<file path="config.mk">
export PLATFORM = sky130hd
export DESIGN_NAME = dual_timer
export DESIGN_NICKNAME = d
export VERILOG_FILES = /design/src/tmr_pkg.sv /design/src/dual_timer.sv /design/src/tick_div.sv
export SDC_FILE = /design/constraint.sdc
export NUM_CORES = 1
export LEC_CHECK = 0
export BUFFER_PORTS_ARGS = -buffer_cell sky130_fd_sc_hd__buf_4
export CAP_MARGIN = 20
export CORE_MARGIN = 2
export CORE_UTILIZATION = 40
export CTS_CLUSTER_DIAMETER = 100
export DETAILED_ROUTE_END_ITERATION = 6
export PLACE_DENSITY_LB_ADDON = 0.3
export SYNTH_ARGS = -nofsm -noshare
export SYNTH_HDL_FRONTEND = slang
export SYNTH_HIERARCHICAL = 1
export SYNTH_SLANG_ARGS = --single-unit
</file>
<file path="constraint.sdc">
create_clock -name pclk -period 3 [get_ports pclk]
set_input_delay 0 -clock pclk [delete_from_list [all_inputs] [get_ports pclk]]
set_output_delay 0 -clock pclk [all_outputs]
set_load 0.005 [all_outputs]
</file>
<file path="src/tmr_pkg.sv">
// Package of offsets, fields and timing constants for the dual timer block
// Functional notes
// - Mode 0 counts 13 bits, low five
// - Rollover to zero sets overflow flag
// - Count when run and gate off or pin high
// - Setting run bit keeps count intact
// - Mode 1 is full 16-bit count
// - Mode 2 reloads low byte from high
// - Channel one mode 3 holds count
// - Channel zero mode 3 low byte independent
// - Channel zero high byte uses channel one controls
// - Channel one still counts outside mode 3
// - Mode field decodes four modes
// - Mode register nibbles per channel
// - Pin activity sets external irq flag
// - Trigger type picks edge or level
// - Timer ticks every twelve oscillator periods
// - Counter input falling edge, sampled every twelve
// - Overflow flag cleared on interrupt service
// - Type one falling edge, zero low level
package tmr_pkg;
  // Register index; the byte address is four times the index
  localparam logic [7:0]  IDX_CTRL     = 8'h88;
  localparam logic [7:0]  IDX_MODE     = 8'h89;
  localparam logic [7:0]  IDX_CH0_LOW  = 8'h8a;
  localparam logic [7:0]  IDX_CH1_LOW  = 8'h8b;
  localparam logic [7:0]  IDX_CH0_HIGH = 8'h8c;
  localparam logic [7:0]  IDX_CH1_HIGH = 8'h8d;
  localparam logic [11:0] OFF_CTRL     = {2'b00, IDX_CTRL, 2'b00};
  localparam logic [11:0] OFF_MODE     = {2'b00, IDX_MODE, 2'b00};
  localparam logic [11:0] OFF_CH0_LOW  = {2'b00, IDX_CH0_LOW, 2'b00};
  localparam logic [11:0] OFF_CH1_LOW  = {2'b00, IDX_CH1_LOW, 2'b00};
  localparam logic [11:0] OFF_CH0_HIGH = {2'b00, IDX_CH0_HIGH, 2'b00};
  localparam logic [11:0] OFF_CH1_HIGH = {2'b00, IDX_CH1_HIGH, 2'b00};
  localparam logic [11:0] OFF_IRQ_STAT = 12'h240;
  localparam logic [11:0] OFF_IRQ_EN   = 12'h244;
  localparam logic [11:0] OFF_IRQ_CLR  = 12'h248;
  localparam logic [11:0] OFF_SERVICE  = 12'h24c;
  localparam int CTRL_OVF1 = 7;
  localparam int CTRL_RUN1 = 6;
  localparam int CTRL_OVF0 = 5;
  localparam int CTRL_RUN0 = 4;
  localparam int CTRL_EXT1 = 3;
  localparam int CTRL_TYP1 = 2;
  localparam int CTRL_EXT0 = 1;
  localparam int CTRL_TYP0 = 0;
  localparam int MODE_GATE = 3;
  localparam int MODE_CT   = 2;
  localparam int MODE_HI   = 1;
  localparam int MODE_LO   = 0;
  localparam int CH1_SHIFT = 4;
  localparam logic [7:0] MODE_RESET = 8'h00;
  localparam logic [7:0] CTRL_RESET = 8'h00;
  localparam int MODE13_LOW_BITS = 5;
  localparam int OSC_DIV = 12;
  typedef enum logic [1:0] {
    MODE_13BIT  = 2'b00,
    MODE_16BIT  = 2'b01,
    MODE_RELOAD = 2'b10,
    MODE_SPLIT  = 2'b11
  } chan_mode_e;
endpackage : tmr_pkg

</file>
<file path="src/dual_timer.sv">
// Dual timer/counter with APB registers and external irq flags
`timescale 1ns/1ps
module dual_timer (
  input  wire logic        pclk,
  input  wire logic        presetn,
  input  wire logic        psel,
  input  wire logic        penable,
  input  wire logic        pwrite,
  input  wire logic [11:0] paddr,
  input  wire logic [31:0] pwdata,
  output logic [31:0]      prdata,
  output logic             pready,
  output logic             pslverr,
  input  wire logic        ext_irq0_pin,
  input  wire logic        ext_irq1_pin,
  input  wire logic        chan0_count_pin,
  input  wire logic        chan1_count_pin,
  output logic             irq
);
  logic [7:0] timer_control_reg_q;
  logic [7:0] timer_mode_reg_q;
  logic [7:0] chan0_low_byte_q;
  logic [7:0] chan0_high_byte_q;
  logic [7:0] chan1_low_byte_q;
  logic [7:0] chan1_high_byte_q;
  logic [3:0] irq_stat_q;
  logic [3:0] irq_en_q;
  logic       smp0_q;
  logic       smp0_prev_q;
  logic       smp1_q;
  logic       smp1_prev_q;
  logic       ext0_prev_q;
  logic       ext1_prev_q;
  logic       tick;

  tick_div #(
    .DIV (tmr_pkg::OSC_DIV)
  ) u_div (
    .pclk    (pclk),
    .presetn (presetn),
    .tick    (tick)
  );

  // APB decode; zero wait states
  wire wr_en = psel && penable && pwrite;
  wire wr_ctrl  = wr_en && (paddr == tmr_pkg::OFF_CTRL);
  wire wr_mode  = wr_en && (paddr == tmr_pkg::OFF_MODE);
  wire wr_l0    = wr_en && (paddr == tmr_pkg::OFF_CH0_LOW);
  wire wr_l1    = wr_en && (paddr == tmr_pkg::OFF_CH1_LOW);
  wire wr_h0    = wr_en && (paddr == tmr_pkg::OFF_CH0_HIGH);
  wire wr_h1    = wr_en && (paddr == tmr_pkg::OFF_CH1_HIGH);
  wire wr_en_r  = wr_en && (paddr == tmr_pkg::OFF_IRQ_EN);
  wire wr_clr   = wr_en && (paddr == tmr_pkg::OFF_IRQ_CLR);
  wire wr_svc   = wr_en && (paddr == tmr_pkg::OFF_SERVICE);
  wire known = (paddr == tmr_pkg::OFF_CTRL) || (paddr == tmr_pkg::OFF_MODE)
            || (paddr == tmr_pkg::OFF_CH0_LOW) || (paddr == tmr_pkg::OFF_CH1_LOW)
            || (paddr == tmr_pkg::OFF_CH0_HIGH) || (paddr == tmr_pkg::OFF_CH1_HIGH)
            || (paddr == tmr_pkg::OFF_IRQ_STAT) || (paddr == tmr_pkg::OFF_IRQ_EN)
            || (paddr == tmr_pkg::OFF_IRQ_CLR) || (paddr == tmr_pkg::OFF_SERVICE);

  // Mode register fields, channel one in upper nibble
  wire [3:0] nib0 = timer_mode_reg_q[3:0];
  wire [3:0] nib1 = timer_mode_reg_q[7:4];
  wire [1:0] m0 = nib0[tmr_pkg::MODE_HI:tmr_pkg::MODE_LO];
  wire [1:0] m1 = nib1[tmr_pkg::MODE_HI:tmr_pkg::MODE_LO];
  wire run0 = timer_control_reg_q[tmr_pkg::CTRL_RUN0];
  wire run1 = timer_control_reg_q[tmr_pkg::CTRL_RUN1];

  // Counter input: falling edge seen across two tick samples
  wire fall0 = smp0_prev_q && !smp0_q;
  wire fall1 = smp1_prev_q && !smp1_q;
  wire ev0 = tick && (nib0[tmr_pkg::MODE_CT] ? fall0 : 1'b1);
  wire ev1 = tick && (nib1[tmr_pkg::MODE_CT] ? fall1 : 1'b1);

  // Gating by run bit, gate bit and irq pin
  wire en0 = run0 && (!nib0[tmr_pkg::MODE_GATE] || ext_irq0_pin);
  wire en1 = run1 && (!nib1[tmr_pkg::MODE_GATE] || ext_irq1_pin);
  wire inc0 = ev0 && en0;
  // Channel one halts in its own mode 3
  wire inc1 = ev1 && en1 && (m1 != tmr_pkg::MODE_SPLIT);
  wire split = (m0 == tmr_pkg::MODE_SPLIT);
  wire inc_h0_split = split && tick && run1;

  // Next-value and overflow per mode
  function automatic logic [16:0] step(input logic [1:0] m, input logic [7:0] lo,
                                       input logic [7:0] hi);
    logic [16:0] r;
    logic [8:0]  l9;
    logic [13:0] c13;
    r = {1'b0, hi, lo};
    l9 = {1'b0, lo} + 9'h001;
    c13 = {1'b0, hi, lo[4:0]} + 14'h0001;
    case (m)
      tmr_pkg::MODE_13BIT:
        r = {c13[13], c13[12:5], lo[7:5], c13[4:0]};
      tmr_pkg::MODE_16BIT:
        r = {1'b0, hi, lo} + 17'h00001;
      tmr_pkg::MODE_RELOAD,
      tmr_pkg::MODE_SPLIT:
        r = {l9[8], hi, (m == tmr_pkg::MODE_RELOAD && l9[8]) ? hi : l9[7:0]};
      default:
        r = {1'b0, hi, lo};
    endcase
    return r;
  endfunction : step

  wire [16:0] nx0 = step(m0, chan0_low_byte_q, chan0_high_byte_q);
  wire [16:0] nx1 = step(m1, chan1_low_byte_q, chan1_high_byte_q);
  wire [8:0]  h0s = {1'b0, chan0_high_byte_q} + 9'h001;
  wire ovf0 = inc0 && nx0[16];
  wire ovf1 = (inc1 && nx1[16] && !split) || (inc_h0_split && h0s[8]);

  // External irq detection by trigger type
  wire typ0 = timer_control_reg_q[tmr_pkg::CTRL_TYP0];
  wire typ1 = timer_control_reg_q[tmr_pkg::CTRL_TYP1];
  wire act0 = typ0 ? (ext0_prev_q && !ext_irq0_pin) : !ext_irq0_pin;
  wire act1 = typ1 ? (ext1_prev_q && !ext_irq1_pin) : !ext_irq1_pin;

  // Service acknowledge clears flags; a new event wins
  wire [3:0] svc = wr_svc ? pwdata[3:0] : 4'h0;
  wire [3:0] evts = {ovf1, ovf0, act1, act0};

  always_ff @(posedge pclk or negedge presetn)
  begin
    if (!presetn)
    begin
      smp0_q      <= 1'b1;
      smp0_prev_q <= 1'b1;
      smp1_q      <= 1'b1;
      smp1_prev_q <= 1'b1;
      ext0_prev_q <= 1'b1;
      ext1_prev_q <= 1'b1;
    end
    else
    begin
      ext0_prev_q <= ext_irq0_pin;
      ext1_prev_q <= ext_irq1_pin;
      if (tick)
      begin
        smp0_prev_q <= smp0_q;
        smp0_q      <= chan0_count_pin;
        smp1_prev_q <= smp1_q;
        smp1_q      <= chan1_count_pin;
      end
    end
  end

  // Control register: run and type bits written, flags set by hardware
  always_ff @(posedge pclk or negedge presetn)
  begin
    if (!presetn)
      timer_control_reg_q <= tmr_pkg::CTRL_RESET;
    else
    begin
      if (wr_ctrl)
      begin
        timer_control_reg_q[tmr_pkg::CTRL_RUN1] <= pwdata[tmr_pkg::CTRL_RUN1];
        timer_control_reg_q[tmr_pkg::CTRL_RUN0] <= pwdata[tmr_pkg::CTRL_RUN0];
        timer_control_reg_q[tmr_pkg::CTRL_TYP1] <= pwdata[tmr_pkg::CTRL_TYP1];
        timer_control_reg_q[tmr_pkg::CTRL_TYP0] <= pwdata[tmr_pkg::CTRL_TYP0];
      end
      timer_control_reg_q[tmr_pkg::CTRL_OVF1] <= ovf1 ||
        (timer_control_reg_q[tmr_pkg::CTRL_OVF1] && !svc[3]);
      timer_control_reg_q[tmr_pkg::CTRL_OVF0] <= ovf0 ||
        (timer_control_reg_q[tmr_pkg::CTRL_OVF0] && !svc[2]);
      timer_control_reg_q[tmr_pkg::CTRL_EXT1] <= act1 ||
        (timer_control_reg_q[tmr_pkg::CTRL_EXT1] && !svc[1]);
      timer_control_reg_q[tmr_pkg::CTRL_EXT0] <= act0 ||
        (timer_control_reg_q[tmr_pkg::CTRL_EXT0] && !svc[0]);
    end
  end

  always_ff @(posedge pclk or negedge presetn)
  begin
    if (!presetn)
      timer_mode_reg_q <= tmr_pkg::MODE_RESET;
    else if (wr_mode)
      timer_mode_reg_q <= pwdata[7:0];
  end

  // Count bytes; a bus write beats a same-cycle increment
  always_ff @(posedge pclk or negedge presetn)
  begin
    if (!presetn)
      chan0_low_byte_q <= 8'h00;
    else if (wr_l0)
      chan0_low_byte_q <= pwdata[7:0];
    else if (inc0)
      chan0_low_byte_q <= nx0[7:0];
  end

  // Split mode hands the high byte to channel one's run bit
  wire       hi0_step = split ? inc_h0_split : inc0;
  wire [7:0] hi0_next = split ? h0s[7:0] : nx0[15:8];

  always_ff @(posedge pclk or negedge presetn)
  begin
    if (!presetn)
      chan0_high_byte_q <= 8'h00;
    else if (wr_h0)
      chan0_high_byte_q <= pwdata[7:0];
    else if (hi0_step)
      chan0_high_byte_q <= hi0_next;
  end

  always_ff @(posedge pclk or negedge presetn)
  begin
    if (!presetn)
      chan1_low_byte_q <= 8'h00;
    else if (wr_l1)
      chan1_low_byte_q <= pwdata[7:0];
    else if (inc1)
      chan1_low_byte_q <= nx1[7:0];
  end

  always_ff @(posedge pclk or negedge presetn)
  begin
    if (!presetn)
      chan1_high_byte_q <= 8'h00;
    else if (wr_h1)
      chan1_high_byte_q <= pwdata[7:0];
    else if (inc1)
      chan1_high_byte_q <= nx1[15:8];
  end

  // Sticky status: set wins over clear
  always_ff @(posedge pclk or negedge presetn)
  begin
    if (!presetn)
    begin
      irq_stat_q <= 4'h0;
      irq_en_q   <= 4'h0;
    end
    else
    begin
      irq_stat_q <= evts | (irq_stat_q & ~(wr_clr ? pwdata[3:0] : 4'h0));
      if (wr_en_r)
        irq_en_q <= pwdata[3:0];
    end
  end

  assign irq = |(irq_stat_q & irq_en_q);

  wire [7:0] rd_byte =
      (paddr == tmr_pkg::OFF_CTRL)     ? timer_control_reg_q :
      (paddr == tmr_pkg::OFF_MODE)     ? timer_mode_reg_q :
      (paddr == tmr_pkg::OFF_CH0_LOW)  ? chan0_low_byte_q :
      (paddr == tmr_pkg::OFF_CH1_LOW)  ? chan1_low_byte_q :
      (paddr == tmr_pkg::OFF_CH0_HIGH) ? chan0_high_byte_q :
      (paddr == tmr_pkg::OFF_CH1_HIGH) ? chan1_high_byte_q :
      (paddr == tmr_pkg::OFF_IRQ_STAT) ? {4'h0, irq_stat_q} :
      (paddr == tmr_pkg::OFF_IRQ_EN)   ? {4'h0, irq_en_q} : 8'h00;

  assign prdata  = {24'h000000, rd_byte};
  assign pready  = 1'b1;
  assign pslverr = psel && penable && !known;
endmodule : dual_timer

</file>
<file path="src/tick_div.sv">
// Divider giving one-cycle tick enable pulse
`timescale 1ns/1ps
module tick_div #(
  parameter int DIV = 12
) (
  input  wire logic pclk,
  input  wire logic presetn,
  output logic      tick
);
  logic [7:0] cnt_q;
  wire        wrap = (cnt_q == 8'(DIV - 1));

  always_ff @(posedge pclk or negedge presetn)
  begin
    if (!presetn)
      cnt_q <= 8'h00;
    else
      cnt_q <= wrap ? 8'h00 : cnt_q + 8'h01;
  end

  assign tick = wrap;
endmodule : tick_div

</file>
Word level (Yosys, flattened, before mapping):

Cells that the tools add are included.
W data, S select, Z words.

* register bits after elaboration: 70
* bits of input ports: 53
* output and inout port bits: 35
* logic and storage cells: 157

* add/sub/neg operators: 8
* equal/unequal tests: 22
* multiplexer cells: 29
* bitwise operators: 4
* reductions and logical operators: 76

Operators by type and width (count)
* $mux W8: 18
* $eq A12 B10 Y1 const B: 10
* $pmux W17 S3: 2
* $logic_and A1 B1 Y1: 35
* $add A16 B1 Y17 const B: 2
* $add A13 B1 Y14 const B: 2
* $add A8 B1 Y9 const B: 3
* $logic_or A1 B1 Y1: 16
* $mux W4: 4
* $logic_not A1 Y1: 12
* $add A8 B1 Y8 const B: 1
* $and A4 B4 Y4: 2
* $eq A2 B2 Y1 const B: 4
* $eq A8 B4 Y1 const B: 1
* $ne A2 B2 Y1 const B: 4
* $reduce_and A2 Y1: 4
* $reduce_bool A2 Y1: 4
* $mux W1: 5
* $eq A2 B1 Y1 const B: 2
* $logic_not A2 Y1: 2
* $not A4 Y4: 1
* $or A4 B4 Y4: 1
* $reduce_or A2 Y1: 2
* $reduce_or A4 Y1: 1
* $ne A3 B3 Y1 const B: 1

Logic depth before layout (Yosys ltp):

Gate-level depths: netlist (run 1).

* depth in word-level cells: 12
* gate-level depth with buffers: 9
* depth with buffers taken out: 7

Hierarchy:

The synthesis (run 1) kept the hierarchy.

By module, submodules not included
* dual_timer: instances 1, cells an instance 587, area an instance 4959.8 um2, seq. area each 1559.0 um2
* tick_div: instances 1, cells an instance 30, area an instance 364.1 um2, seq. area each 200.2 um2

Worst setup path before layout (run 1):

No wires, ideal clock.

* path kind: register to register
* start: reg u_div.cnt_q[4]
* end: reg chan0_high_byte_q[5]
* library setup time: 135 ps
* data arrival time: 2436 ps
* required time: 2865 ps
* setup slack: 430 ps
* stages on the path, launching flop included: 9
* buffers on the path: 1
* clock period less this slack: 2570 ps
* cells stage by stage: dfrtp_1 -> nor4_2 -> and3_2 -> buf_2 -> nand2_1 -> a2111oi_0 -> nor2_1 -> a2111oi_0 -> o31ai_1

* cells in the longest elaborated chain, start to end: 6
* elaborated cells on any way between the ends: 8
* those cells by class: eq/ne (1); mux (1); reduce/logical (6)

RTL lines
* from (decl): line tick_div.sv:10 `logic [7:0] cnt_q;`
* from (signal assigned): line tick_div.sv:18 `cnt_q <= wrap ? 8'h00 : cnt_q + 8'h01;`
* $eq A8 B4 Y1 *: line tick_div.sv:11 `wire wrap = (cnt_q == 8'(DIV - 1));`
* via tick: line dual_timer.sv:34 `logic tick;`
* $logic_and A1 B1 Y1, on equally long branches: line dual_timer.sv:72, dual_timer.sv:82
* $logic_and A1 B1 Y1, on equally long branches: line dual_timer.sv:78, dual_timer.sv:82
* $mux W1 *: line dual_timer.sv:193 `wire hi0_step = split ? inc_h0_split : inc0;`
* $reduce_bool A2 Y1 (no source line) *
* $reduce_and A2 Y1 (no source line) *
* to (signal assigned): line dual_timer.sv:201 `chan0_high_byte_q <= pwdata[7:0];`
* to (signal assigned): line dual_timer.sv:203 `chan0_high_byte_q <= hi0_next;`
* to (decl): line dual_timer.sv:23 `logic [7:0] chan0_high_byte_q;`

Mark *: on every way through the listed nets, which the timed path passes. The rest lies on a longest branch.
A chain may end at the register's enable or synchronous reset.

Worst setup path after layout (run 1):

Same ends and word-level chain as after synthesis.

==> flow_metrics.tcl, run 1 <==
set metrics [dict create \
    vias 5120 \
    yosysWarnings 6 \
    cp_top_family "compound AO/OA/AOI/OAI gates" \
    path_buf_inv 1 \
    dr.pass1.iters 5 \
    synth.distinct_cells 72 \
    avgSynthCellArea_sq_um 8.629 \
    relSlewSlack_pct 39.38 \
    tns_ns 0 \
    yosys.cell_count.top_type "dfrtp_1" \
    grt_max_degree 71 \
    synth_top_cell_by_area "dfrtp_1" \
    tightest_slew_ns 0.9092 \
    post_cts.repair.setup_buffers 0 \
    fin_nets 707 \
    top_usage_layer "met2" \
    ir_worst_vdd_mv 0.2035 \
    die_y_um 119.4 \
    async_flop_share_pct 100.0 \
    clock_path_buffers 2 \
    crit_arrival_ns 2.80 \
    routed_wl_um 16060 \
    cp.required_ns 3.21 \
    grt_pass1_wl_um 26100 \
    fin_crit_sh_pct 86.34 \
    rsz0062_at_grt "false" \
    std_cell_rows 42 \
    maxSlewViolCount 0 \
    postCtsHoldBufs 12 \
    critPathLaunch "u_div/cnt_q[4]" \
    grt_usage_pct 23.19 \
    ys_ff_latch 70 \
    start_util_pct 40.52 \
    antenna_found_initial 0 \
    numPortBuffers 38 \
    grtUsageMet1_pct 31.97 \
    stdcell_count 831 \
    core_area_sq_um 13140 \
    clkTransAtPathRegs_ns 0.06 \
    fp.dieW_um 119.4 \
    synth_top_cell_area_share_pct 30.08 \
    clock.fmax_mhz 386.1 \
    dp_cells 803 \
    grt-ovfl-total 0 \
    hold_class "input pin to flop" \
    antenna_cells 0 \
    grt_pass1_vias 4847 \
    numCtsBuffers 9 \
    cp_slowest_cell "a2111oi_0" \
    cts_tree "done" \
    period_minus_slack_ns 2.590 \
    met3_usage_pct 3.927 \
    ant_nets 0 \
    max_cap_viol_count 0 \
    synthCells 617 \
    die_area_sq_um 14250 \
    r2r-start "u_div/cnt_q[4]" \
    cp-start-kind "flop" \
    htree_levels 3 \
    path_cells "nor4_2 > and3_2 > nand2_1 > a2111oi_0 > buf_4 > nor2_1 > a2111oi_0 > o31ai_1" \
    crit_fanout 6 \
    synthesis.area_sq_um 5324 \
    synth_area_leaders "dfrtp_1, mux2_2, a21oi_1, buf_4, nand2_1" \
    hold_violations 0 \
    fin_skew_ns 0.005822 \
    holdCritStartpoint "pwdata[0]" \
    clock_latency_ns 0.34 \
    areaGrowthSynthToFinish_pct 14.24 \
    cts_resized 0 \
    met2_usage_pct 36.93 \
    cp-end-kind "flop" \
    leakage_nw 2.399 \
    synth_top_flop_cell "dfrtp_1" \
    crit_top_cell "a2111oi_0" \
    gp_congestion 0.9497 \
    synth_seq_area_share_pct 33.04 \
    io-pin-count 88 \
    status "finished clean" \
    powerDensity_nw_per_um2 362.7 \
    layout-drive-gt1-share_pct 18.47 \
    cts_sinks 70 \
    setup_violations 0 \
    routedWlPerCell_um 19.32 \
    viasPerCell 6.161 \
    cts_root_buffer "clkbuf_16" \
    drt_iter0_markers 580 \
    cpPeakStageDelay_ns 0.47 \
    synth_edf_count 0 \
    critPathKind "flop to flop" \
    dp_hpwl_um 11510 \
    synth_common_cells "dfrtp_1, nand2_1, nor2_1" \
    drc_errors 0 \
]
==> sequential cells by signal, indices dropped and copies added (netlist names) <==
name and cells:
irq_stat_q 4, timer_control_reg_q 8, chan0_low_byte_q 8, smp1_prev_q 1, u_div/cnt_q 8, smp0_q 1, chan0_high_byte_q 8, chan1_high_byte_q 8
timer_mode_reg_q 8, chan1_low_byte_q 8, irq_en_q 4, ext0_prev_q 1, ext1_prev_q 1, smp1_q 1, smp0_prev_q 1
==> worst reg2reg max path, stage by stage (launching register included) <==
cell and delay, ns:
dfrtp_1 0.41, nor4_2 0.36, and3_2 0.29, nand2_1 0.11, a2111oi_0 0.40, buf_4 0.19, nor2_1 0.10, a2111oi_0 0.48
o31ai_1 0.13
==> power by group <==
part | internal (mW) | total (mW) | leakage, nW | switching [mW]
Combinational | 0.0662 | 0.170 | 1.40 | 0.103
Sequential | 0.953 | 0.958 | 0.854 | 0.00456
Clock | 0.667 | 1.08 | 0.141 | 0.412
Total | 1.69 | 2.21 | 2.40 | 0.520
==> path summary, 6_finish.rpt <==
kind                                     endpoint  slack, ns  cells after the start
setup / recovery             chan0_high_byte_q[5]       0.41                      8
hold / removal                chan0_low_byte_q[0]       0.02                      3
setup reg to reg             chan0_high_byte_q[5]       0.41                      8
hold reg to reg            timer_control_reg_q[7]       0.48                      1
max in group asynchronous    chan0_high_byte_q[1]       2.08                      2
min in group asynchronous    chan1_high_byte_q[4]       0.34                      2
==> metrics by stage <==
stage	area (sq um)	util (%)	worst slack, ns	total power [mW]	hold slack (ns)
2_1_floorplan	5410	-	0.4296	1.073	-0.2956
3_3_place_gp	5673	43.18	0.3898	1.128	0.1319
3_5_place_dp	5673	43.18	0.4474	1.131	0.1356
4_1_cts	6082	46.30	0.4274	2.210	0.01557
5_1_grt	6082	46.30	0.1593	2.272	0.02767
6_report	6082	46.30	0.4099	2.206	0.02047
==> cell families (layout without fill, tap and decap cells) <==
logic type	after synthesis	in the layout	synth area share (%)
AND/OR/NAND/NOR	240	240	24.89
AO/OA/AOI/OAI	163	163	20.64
buffers and inverters	78	93	7.685
flip-flops	70	70	33.04
multiplexers	40	40	9.377
XOR/XNOR	20	20	3.290
adder cells (fa/ha/maj)	4	4	0.9401
other	2	25	0.1411
==> cell usage in the layout (no fill, tap or decap), types with 10 or more instances in the layout <==
cell,n
dfrtp_1,64
buf_4,54
nand2_1,51
nor2_1,48
a21oi_1,46
mux2_2,25
conb_1,25
nor3_1,22
nand3_1,20
nand4_1,19
o21ai_0,19
xnor2_1,13
and3_1,12
dlygate4sd3_1,12
inv_1,11
a31oi_1,11
nor4_1,10
nor2b_1,10
a21o_1,10
==> metal layers <==
layer | vias to the layer above | wire, um
met5 | - | 0
met4 | 0 | 350
met3 | 31 | 1038
met2 | 253 | 7636
met1 | 2517 | 7031
li1 | 2319 | -
==> area by class of cell <==
class                           count  area [sq um]
Fill cell                        1312          7056
Multi-Input combinational cell    492          3247
Sequential cell                    70          1759
Tap cell                          176         220.2
Inverter                           11         41.29
Clock buffer                       14         254.0
Clock inverter                      2         35.03
Timing Repair Buffer               66         525.5
Note: power is estimated with default switching activity, not from simulation.
==> run 2, diff against run 1 <==
--- a/config.mk
+++ b/config.mk
@@ -5,6 +5,7 @@
 export SDC_FILE = /design/constraint.sdc
 export NUM_CORES = 1
 export LEC_CHECK = 0
+export ABC_AREA = 1
 export BUFFER_PORTS_ARGS = -buffer_cell sky130_fd_sc_hd__buf_4
 export CAP_MARGIN = 20
 export CORE_MARGIN = 2
@@ -12,6 +13,7 @@
 export CTS_CLUSTER_DIAMETER = 100
 export DETAILED_ROUTE_END_ITERATION = 6
 export PLACE_DENSITY_LB_ADDON = 0.3
+export SKIP_CTS_REPAIR_TIMING = 1
 export SYNTH_ARGS = -nofsm -noshare
 export SYNTH_HDL_FRONTEND = slang
 export SYNTH_HIERARCHICAL = 1
==> constraint.sdc (replaced) <==
create_clock -name pclk -period 3 [get_ports pclk]
set_input_delay 0 -clock pclk [delete_from_list [all_inputs] [get_ports pclk]]
set_output_delay 0 -clock pclk [all_outputs]
set_load 0.01 [all_outputs]
==> run 2 against run 1 <==
The run now ends with negative hold slack left. Highest routed layer unchanged. Count of clock-buffer cells in the layout is 5 lower. Synthesized area is 4.8% higher. Register-to-register slack better by 0.07 ns. Cell area is 3.5% higher. Clock skew is 0.0077 ns higher. Clock power hardly changed. Largest power group unchanged. Cell count is 30% higher. Synthesized cell count is 37% higher. Routed wire length is 7.9% higher. Critical path type unchanged. Combinational power is 14% lower. Setup slack better by 0.071 ns.
==> flow_metrics.tcl, run 2 <==
set metrics [dict create \
    maxSlewViolCount 0 \
    p_seq_share_pct 44.4 \
    die_area_sq_um 14910 \
    start_util_pct 40.51 \
    layout-drive-gt1-share_pct 12.58 \
    critPathLaunch "u_div/cnt_q[0]" \
    hold_violations 2 \
    antenna_cells 0 \
    cts_tree "done" \
    clock_path_buffers 2 \
    routedWlPerCell_um 16.07 \
    final_area_sq_um 6296 \
    synth_common_cells "nand2_1, inv_1, o21ai_0" \
    reg2reg_to "chan1_low_byte_q[7]" \
    path_cells "ha_1 > nand2_1 > nor2_4 > nand2_1 > nor3b_1 > o21ai_0 > o21ai_1 > inv_1 > nand2_1 > o21ai_1" \
    drt_iter0_markers 703 \
    core_area_sq_um 13770 \
    violations "negative hold slack" \
    antenna_found_initial 0 \
    async_flop_share_pct 100.0 \
    drc_errors 0 \
    cp-end-kind "flop" \
    synth.distinct_cells 50 \
    cpPeakStageDelay_ns 0.41 \
    yosysWarnings 6 \
    layout_commonest_cell "nand2_1" \
    r2r_slack_ns 0.48 \
    fin_nets 950 \
    p_comb_share_pct 6.8 \
    powerDensity_nw_per_um2 342.3 \
    numCtsBuffers 9 \
    r2r-start "u_div/cnt_q[0]" \
    routed_wl_um 17330 \
    clkPwrFrac_pct 48.8 \
    tightest_slew_ns 0.9336 \
    relSlewSlack_pct 37.76 \
    clkTransAtPathRegs_ns 0.06 \
    setup_violations 0 \
    yosys.cell_count.top_type "nand2_1" \
    cp.required_ns 3.23 \
    leakage_nw 3.211 \
    synth_top_cell_area_share_pct 28.71 \
    synth_area_leaders "dfrtp_1, nand2_1, inv_1, o21ai_0, nand3_1" \
    ant_nets 0 \
    vias 5841 \
    cp-start-kind "flop" \
    areaGrowthSynthToFinish_pct 12.85 \
    dp_hpwl_um 12630 \
    grt-ovfl-total 0 \
    gp_congestion 0.9492 \
    cts_sinks 70 \
    critPathKind "flop to flop" \
    numPortBuffers 38 \
    crit_fanout 10 \
    power.switching_uw 588.7 \
    fin_skew_ns 0.01348 \
    synth_seq_area_share_pct 31.53 \
    std_cell_rows 43 \
    hold_class "input pin to flop" \
    ys_ff_latch 70 \
    dr.pass1.iters 5 \
    holdWs_ns -0.01106 \
    grt_max_degree 71 \
    synth_top_flop_cell "dfrtp_1" \
    r2r_cells 10 \
    period_minus_slack_ns 2.519 \
    grt_pass1_vias 5241 \
    internal-power_mw 1.566 \
    crit_end "chan1_low_byte_q[7]" \
    tns_ns 0 \
    grt_usage_pct 23.77 \
    dpl_cell_area_sq_um 5936 \
    synth_top_cell_by_area "dfrtp_1" \
    crit_arrival_ns 2.75 \
    grt_pass1_wl_um 27410 \
    clock_latency_ns 0.36 \
    max_cap_viol_count 0 \
    htree_levels 3 \
    cp_slowest_cell "dfrtp_1" \
    synthCells 846 \
    viasPerCell 5.418 \
    crit_top_cell "nand2_1" \
    cts_root_buffer "clkbuf_16" \
    switching_share_pct 27.32 \
    status "finished, violations left" \
    ir_worst_vdd_mv 0.4117 \
    clock.fmax_mhz 397.0 \
    rsz0062_at_grt "false" \
    layout_common_cells "nand2_1, inv_1, o21ai_0" \
    fp.dieW_um 122.1 \
    fin_crit_sh_pct 83.96 \
    synth_edf_count 0 \
    io-pin-count 88 \
    die_y_um 122.1 \
    avgSynthCellArea_sq_um 6.595 \
    synthesis.area_sq_um 5579 \
]
==> run 2: cell types whose count changed in the layout (fill, tap and decap cells not counted), sizes merged, moves of 10 or more <==
cell   before  now
and3       14    0
nand3      20   79
nand2      51  235
mux2       26    0
inv        11  124
xnor2      13    2
buf        54   40
a21oi      46   32
nor2b      10    0
nor2       48   76
nor3       25   10
o21ai      19   96
nor4       15    1
==> run 2: final cells by class <==
cell class / instances / area [sq um]
fill: 1464 / 7477
sequential: 70 / 1759
timing repair buffer: 48 / 380.4
clock buffer: 9 / 225.2
inverter: 124 / 467.9
clock inverter: 7 / 55.05
tap: 180 / 225.2
multi-input combinational: 640 / 3183
==> run 2: critical path, delay by kind of cell (launching register included) <==
family	cells	cell delay (ns)
buf+inv	1	0.11
simple gates	5	0.98
flops	1	0.41
fa+ha+maj	1	0.23
compound gates	3	0.67
==> run 2: cells by family after synthesis <==
group	after synthesis	share of synthesized area, %
DFF	70	31.53
AOI/OAI and AO/OA	167	16.98
xor gates and xnor gates	11	1.727
and+or+nand+nor	433	35.77
buffers and inverters	159	12.96
other	2	0.1346
adders and majority gates	4	0.8971
==> run 2: worst min path at each step <==
stage | from | end | slack [ns] | depth (start not counted)
3_5_place_dp | ext_irq1_pin | ext1_prev_q | 0.12 | 1
4_1_cts | ext_irq1_pin | ext1_prev_q | -0.24 | 1
2_1_floorplan | presetn | chan0_high_byte_q[0] | -0.30 | 0
3_3_place_gp | ext_irq1_pin | ext1_prev_q | 0.12 | 1
6_report | pwdata[1] | chan0_low_byte_q[1] | -0.01 | 3
5_1_grt | pwdata[6] | chan1_low_byte_q[6] | 0.01 | 3
==> run 2: per-layer routing <==
layer / up-vias / global-route usage (%) / part of all wire (%)
met5: - / 1.042 / 0
met4: 0 / 6.609 / 1.7
met3: 29 / 5.009 / 8.5
met2: 244 / 37.47 / 46
met1: 2741 / 32.89 / 44
li1: 2827 / - / -
==> run 2: per-stage QoR <==
| step | instances | power [mW] | worst slack [ns] | util [%] | hold slack, ns |
|---|---|---|---|---|---|
| 3_3_place_gp | 1054 | 1.111 | 0.6048 | 43.10 | 0.1205 |
| 2_1_floorplan | 869 | 1.056 | 1.068 | - | -0.2956 |
| 3_5_place_dp | 1054 | 1.112 | 0.5294 | 43.10 | 0.1200 |
| 5_1_grt | 1078 | 2.211 | 0.1653 | 45.71 | 0.01221 |
| 4_1_cts | 1070 | 2.153 | 0.4983 | 45.13 | -0.2352 |
| 6_report | 1078 | 2.155 | 0.4812 | 45.71 | -0.01106 |
==> run 2: power groups by stage <==
stage | Combinational [mW] | Sequential [mW] | Clock (mW)
floorplan | 0.0833 | 0.973 | 0
detailed placement | 0.137 | 0.974 | 0
global placement | 0.137 | 0.974 | 0
global route | 0.163 | 0.957 | 1.09
finish | 0.146 | 0.957 | 1.05
CTS | 0.137 | 0.957 | 1.06
==> run 3, diff against run 2 <==
==> constraint.sdc (replaced) <==
create_clock -name pclk -period 2.05 [get_ports pclk]
set_input_delay 0 -clock pclk [delete_from_list [all_inputs] [get_ports pclk]]
set_output_delay 0 -clock pclk [all_outputs]
set_load 0.01 [all_outputs]
==> run 3 against run 2 <==
The flow finishes with violations (design-rule violations, negative hold slack). Maximum frequency is 31% higher. Cell count grew 4.3%. Utilization rose by 3.1 points. Count of clock-buffer cells in the layout increased by 1. Global-route usage increased by 1.3 points.
==> flow_metrics.tcl, run 3 (synthesized netlist as in run 2, its figures left out) <==
set metrics [dict create \
    status "finished, violations left" \
    violations "design-rule violations, negative hold slack" \
    viasPerCell 5.273 \
    numCtsBuffers 9 \
    grt_pass1_vias 5474 \
    relSlewSlack_pct 60.79 \
    fin_nets 996 \
    io-pin-count 88 \
    reg2reg_to "chan0_high_byte_q[0]" \
    fin_skew_ns 0.009084 \
    areaGrowthSynthToFinish_pct 20.39 \
    grt_max_degree 46 \
    leakage_nw 3.470 \
    std_cell_rows 43 \
    start_util_pct 40.51 \
    drc_errors 8 \
    stdcell_count 1124 \
    clock_latency_ns 0.35 \
    holdCritStartpoint "pwdata[6]" \
    whs_path_depth 3 \
    drt_iter0_markers 602 \
    clock.fmax_mhz 519.4 \
    whs_endpoint "chan1_low_byte_q[6]" \
    crit_top_cell "nand2_1" \
    cp-end-kind "flop" \
    cts_tree "done" \
    holdWs_ns -0.01592 \
    vias 5927 \
    cp-start-kind "flop" \
    path_buf_inv 0 \
    cts_sinks 70 \
    routedWlPerCell_um 15.86 \
    grt_usage_pct 25.07 \
    dp_cells 1099 \
    max_cap_viol_count 0 \
    cp_slowest_cell "dfrtp_1" \
    cp_top_family "compound AO/OA/AOI/OAI gates" \
    period_minus_slack_ns 1.925 \
    crit_fanout 6 \
    layout_commonest_cell "nand2_1" \
    r2r-start "chan0_low_byte_q[1]" \
    hold_violations 3 \
    powerDensity_nw_per_um2 484.5 \
    maxSlewViolCount 0 \
    clock_path_buffers 2 \
    htree_levels 3 \
    dr.pass1.iters 7 \
    die_y_um 122.1 \
    antenna_cells 0 \
    critPathKind "flop to flop" \
    gp_congestion 0.9287 \
    fp.dieW_um 122.1 \
    cts_root_buffer "clkbuf_16" \
    grt_pass1_wl_um 28700 \
    antenna_found_initial 0 \
    crit_arrival_ns 2.20 \
    core_area_sq_um 13770 \
    r2r_slack_ns 0.12 \
    ant_nets 0 \
    clkTransAtPathRegs_ns 0.06 \
    r2r_cells 8 \
    die_area_sq_um 14910 \
    cpPeakStageDelay_ns 0.44 \
    path_cells "ha_1 > nand4_2 > nor2_2 > nand2_1 > nand2_1 > o21ai_0 > o22ai_1 > a21oi_1" \
    cp.required_ns 2.32 \
    hold_class "input pin to flop" \
    tightest_slew_ns 0.5882 \
    layout-drive-gt1-share_pct 18.11 \
    grt-ovfl-total 0 \
    dp_hpwl_um 13540 \
    fin_crit_sh_pct 93.92 \
    layout_common_cells "nand2_1, inv_1, buf_4" \
    routed_wl_um 17830 \
    setup_violations 0 \
    numPortBuffers 38 \
    ir_worst_vdd_mv 0.6050 \
]
run 3: cell count changes in the layout (fill, tap and decap cells not counted), moves of 2 or more:
cell        delta
o21ai_0        -2
nand2_2        +3
nand3_2        +2
nor2_1         -3
clkinvlp_4     -2
nand2_1        -3
nand3_1        -2
nor2_4         +2
o21ai_2        +2
buf_4         +47
run 3: stage by stage:
stage	worst slack [ns]	util, %	total power [mW]	setup TNS (ns)	area (sq um)
after floorplan	0.1176	-	1.546	0	5665
after global placement	0.09756	45.55	1.637	0	6274
after detailed placement	0.05967	45.55	1.639	0	6274
after CTS	0.03357	47.72	3.258	0	6573
after global routing	-0.01657	48.76	3.356	-0.02410	6716
final	0.1247	48.76	3.254	0	6716
run 3: area by class of cell:
type	count	area, sq um
multi-input combinational	640	3242
tap	180	225.2
sequential	70	1759
fill	1442	7057
clock buffer	10	229.0
inverter	124	467.9
clock inverter	6	70.07
timing repair buffer	94	723.2
run 3: layer usage:
metal | GRT usage (%) | share of wire [%] | routed length [um] | vias to the layer above
met5 | 0 | 0 | 0 | -
met2 | 40.01 | 46 | 8192 | 205
met1 | 34.72 | 45 | 7993 | 2769
li1 | - | - | - | 2922
met3 | 4.728 | 7.3 | 1293 | 31
met4 | 7.040 | 2.0 | 348 | 0
run 3: power breakdown:
| part | total [mW] | internal (mW) | leakage (nW) | switching (mW) |
|---|---|---|---|---|
| logic | 0.225 | 0.0738 | 2.49 | 0.151 |
| clock network | 1.63 | 0.954 | 0.147 | 0.675 |
| registers | 1.40 | 1.39 | 0.833 | 0.00541 |
run 3: worst max-delay path by stage:
stage / startpoint / end / slack [ns] / cells past startpoint
5_1_grt: chan0_low_byte_q[1] / chan0_low_byte_q[7] / -0.02 / 9
2_1_floorplan: u_div/cnt_q[0] / chan1_low_byte_q[7] / 0.12 / 10
3_3_place_gp: chan0_low_byte_q[1] / chan0_low_byte_q[2] / 0.1 / 9
4_1_cts: chan0_low_byte_q[1] / chan0_low_byte_q[7] / 0.03 / 8
3_5_place_dp: u_div/cnt_q[4] / chan1_low_byte_q[7] / 0.06 / 11
6_report: chan0_low_byte_q[1] / chan0_high_byte_q[0] / 0.12 / 8
run 3: worst min-delay path, cell delays in order:
cell     delay (ns)
buf_4          0.13
nor2_1         0.05
o21ai_1        0.12
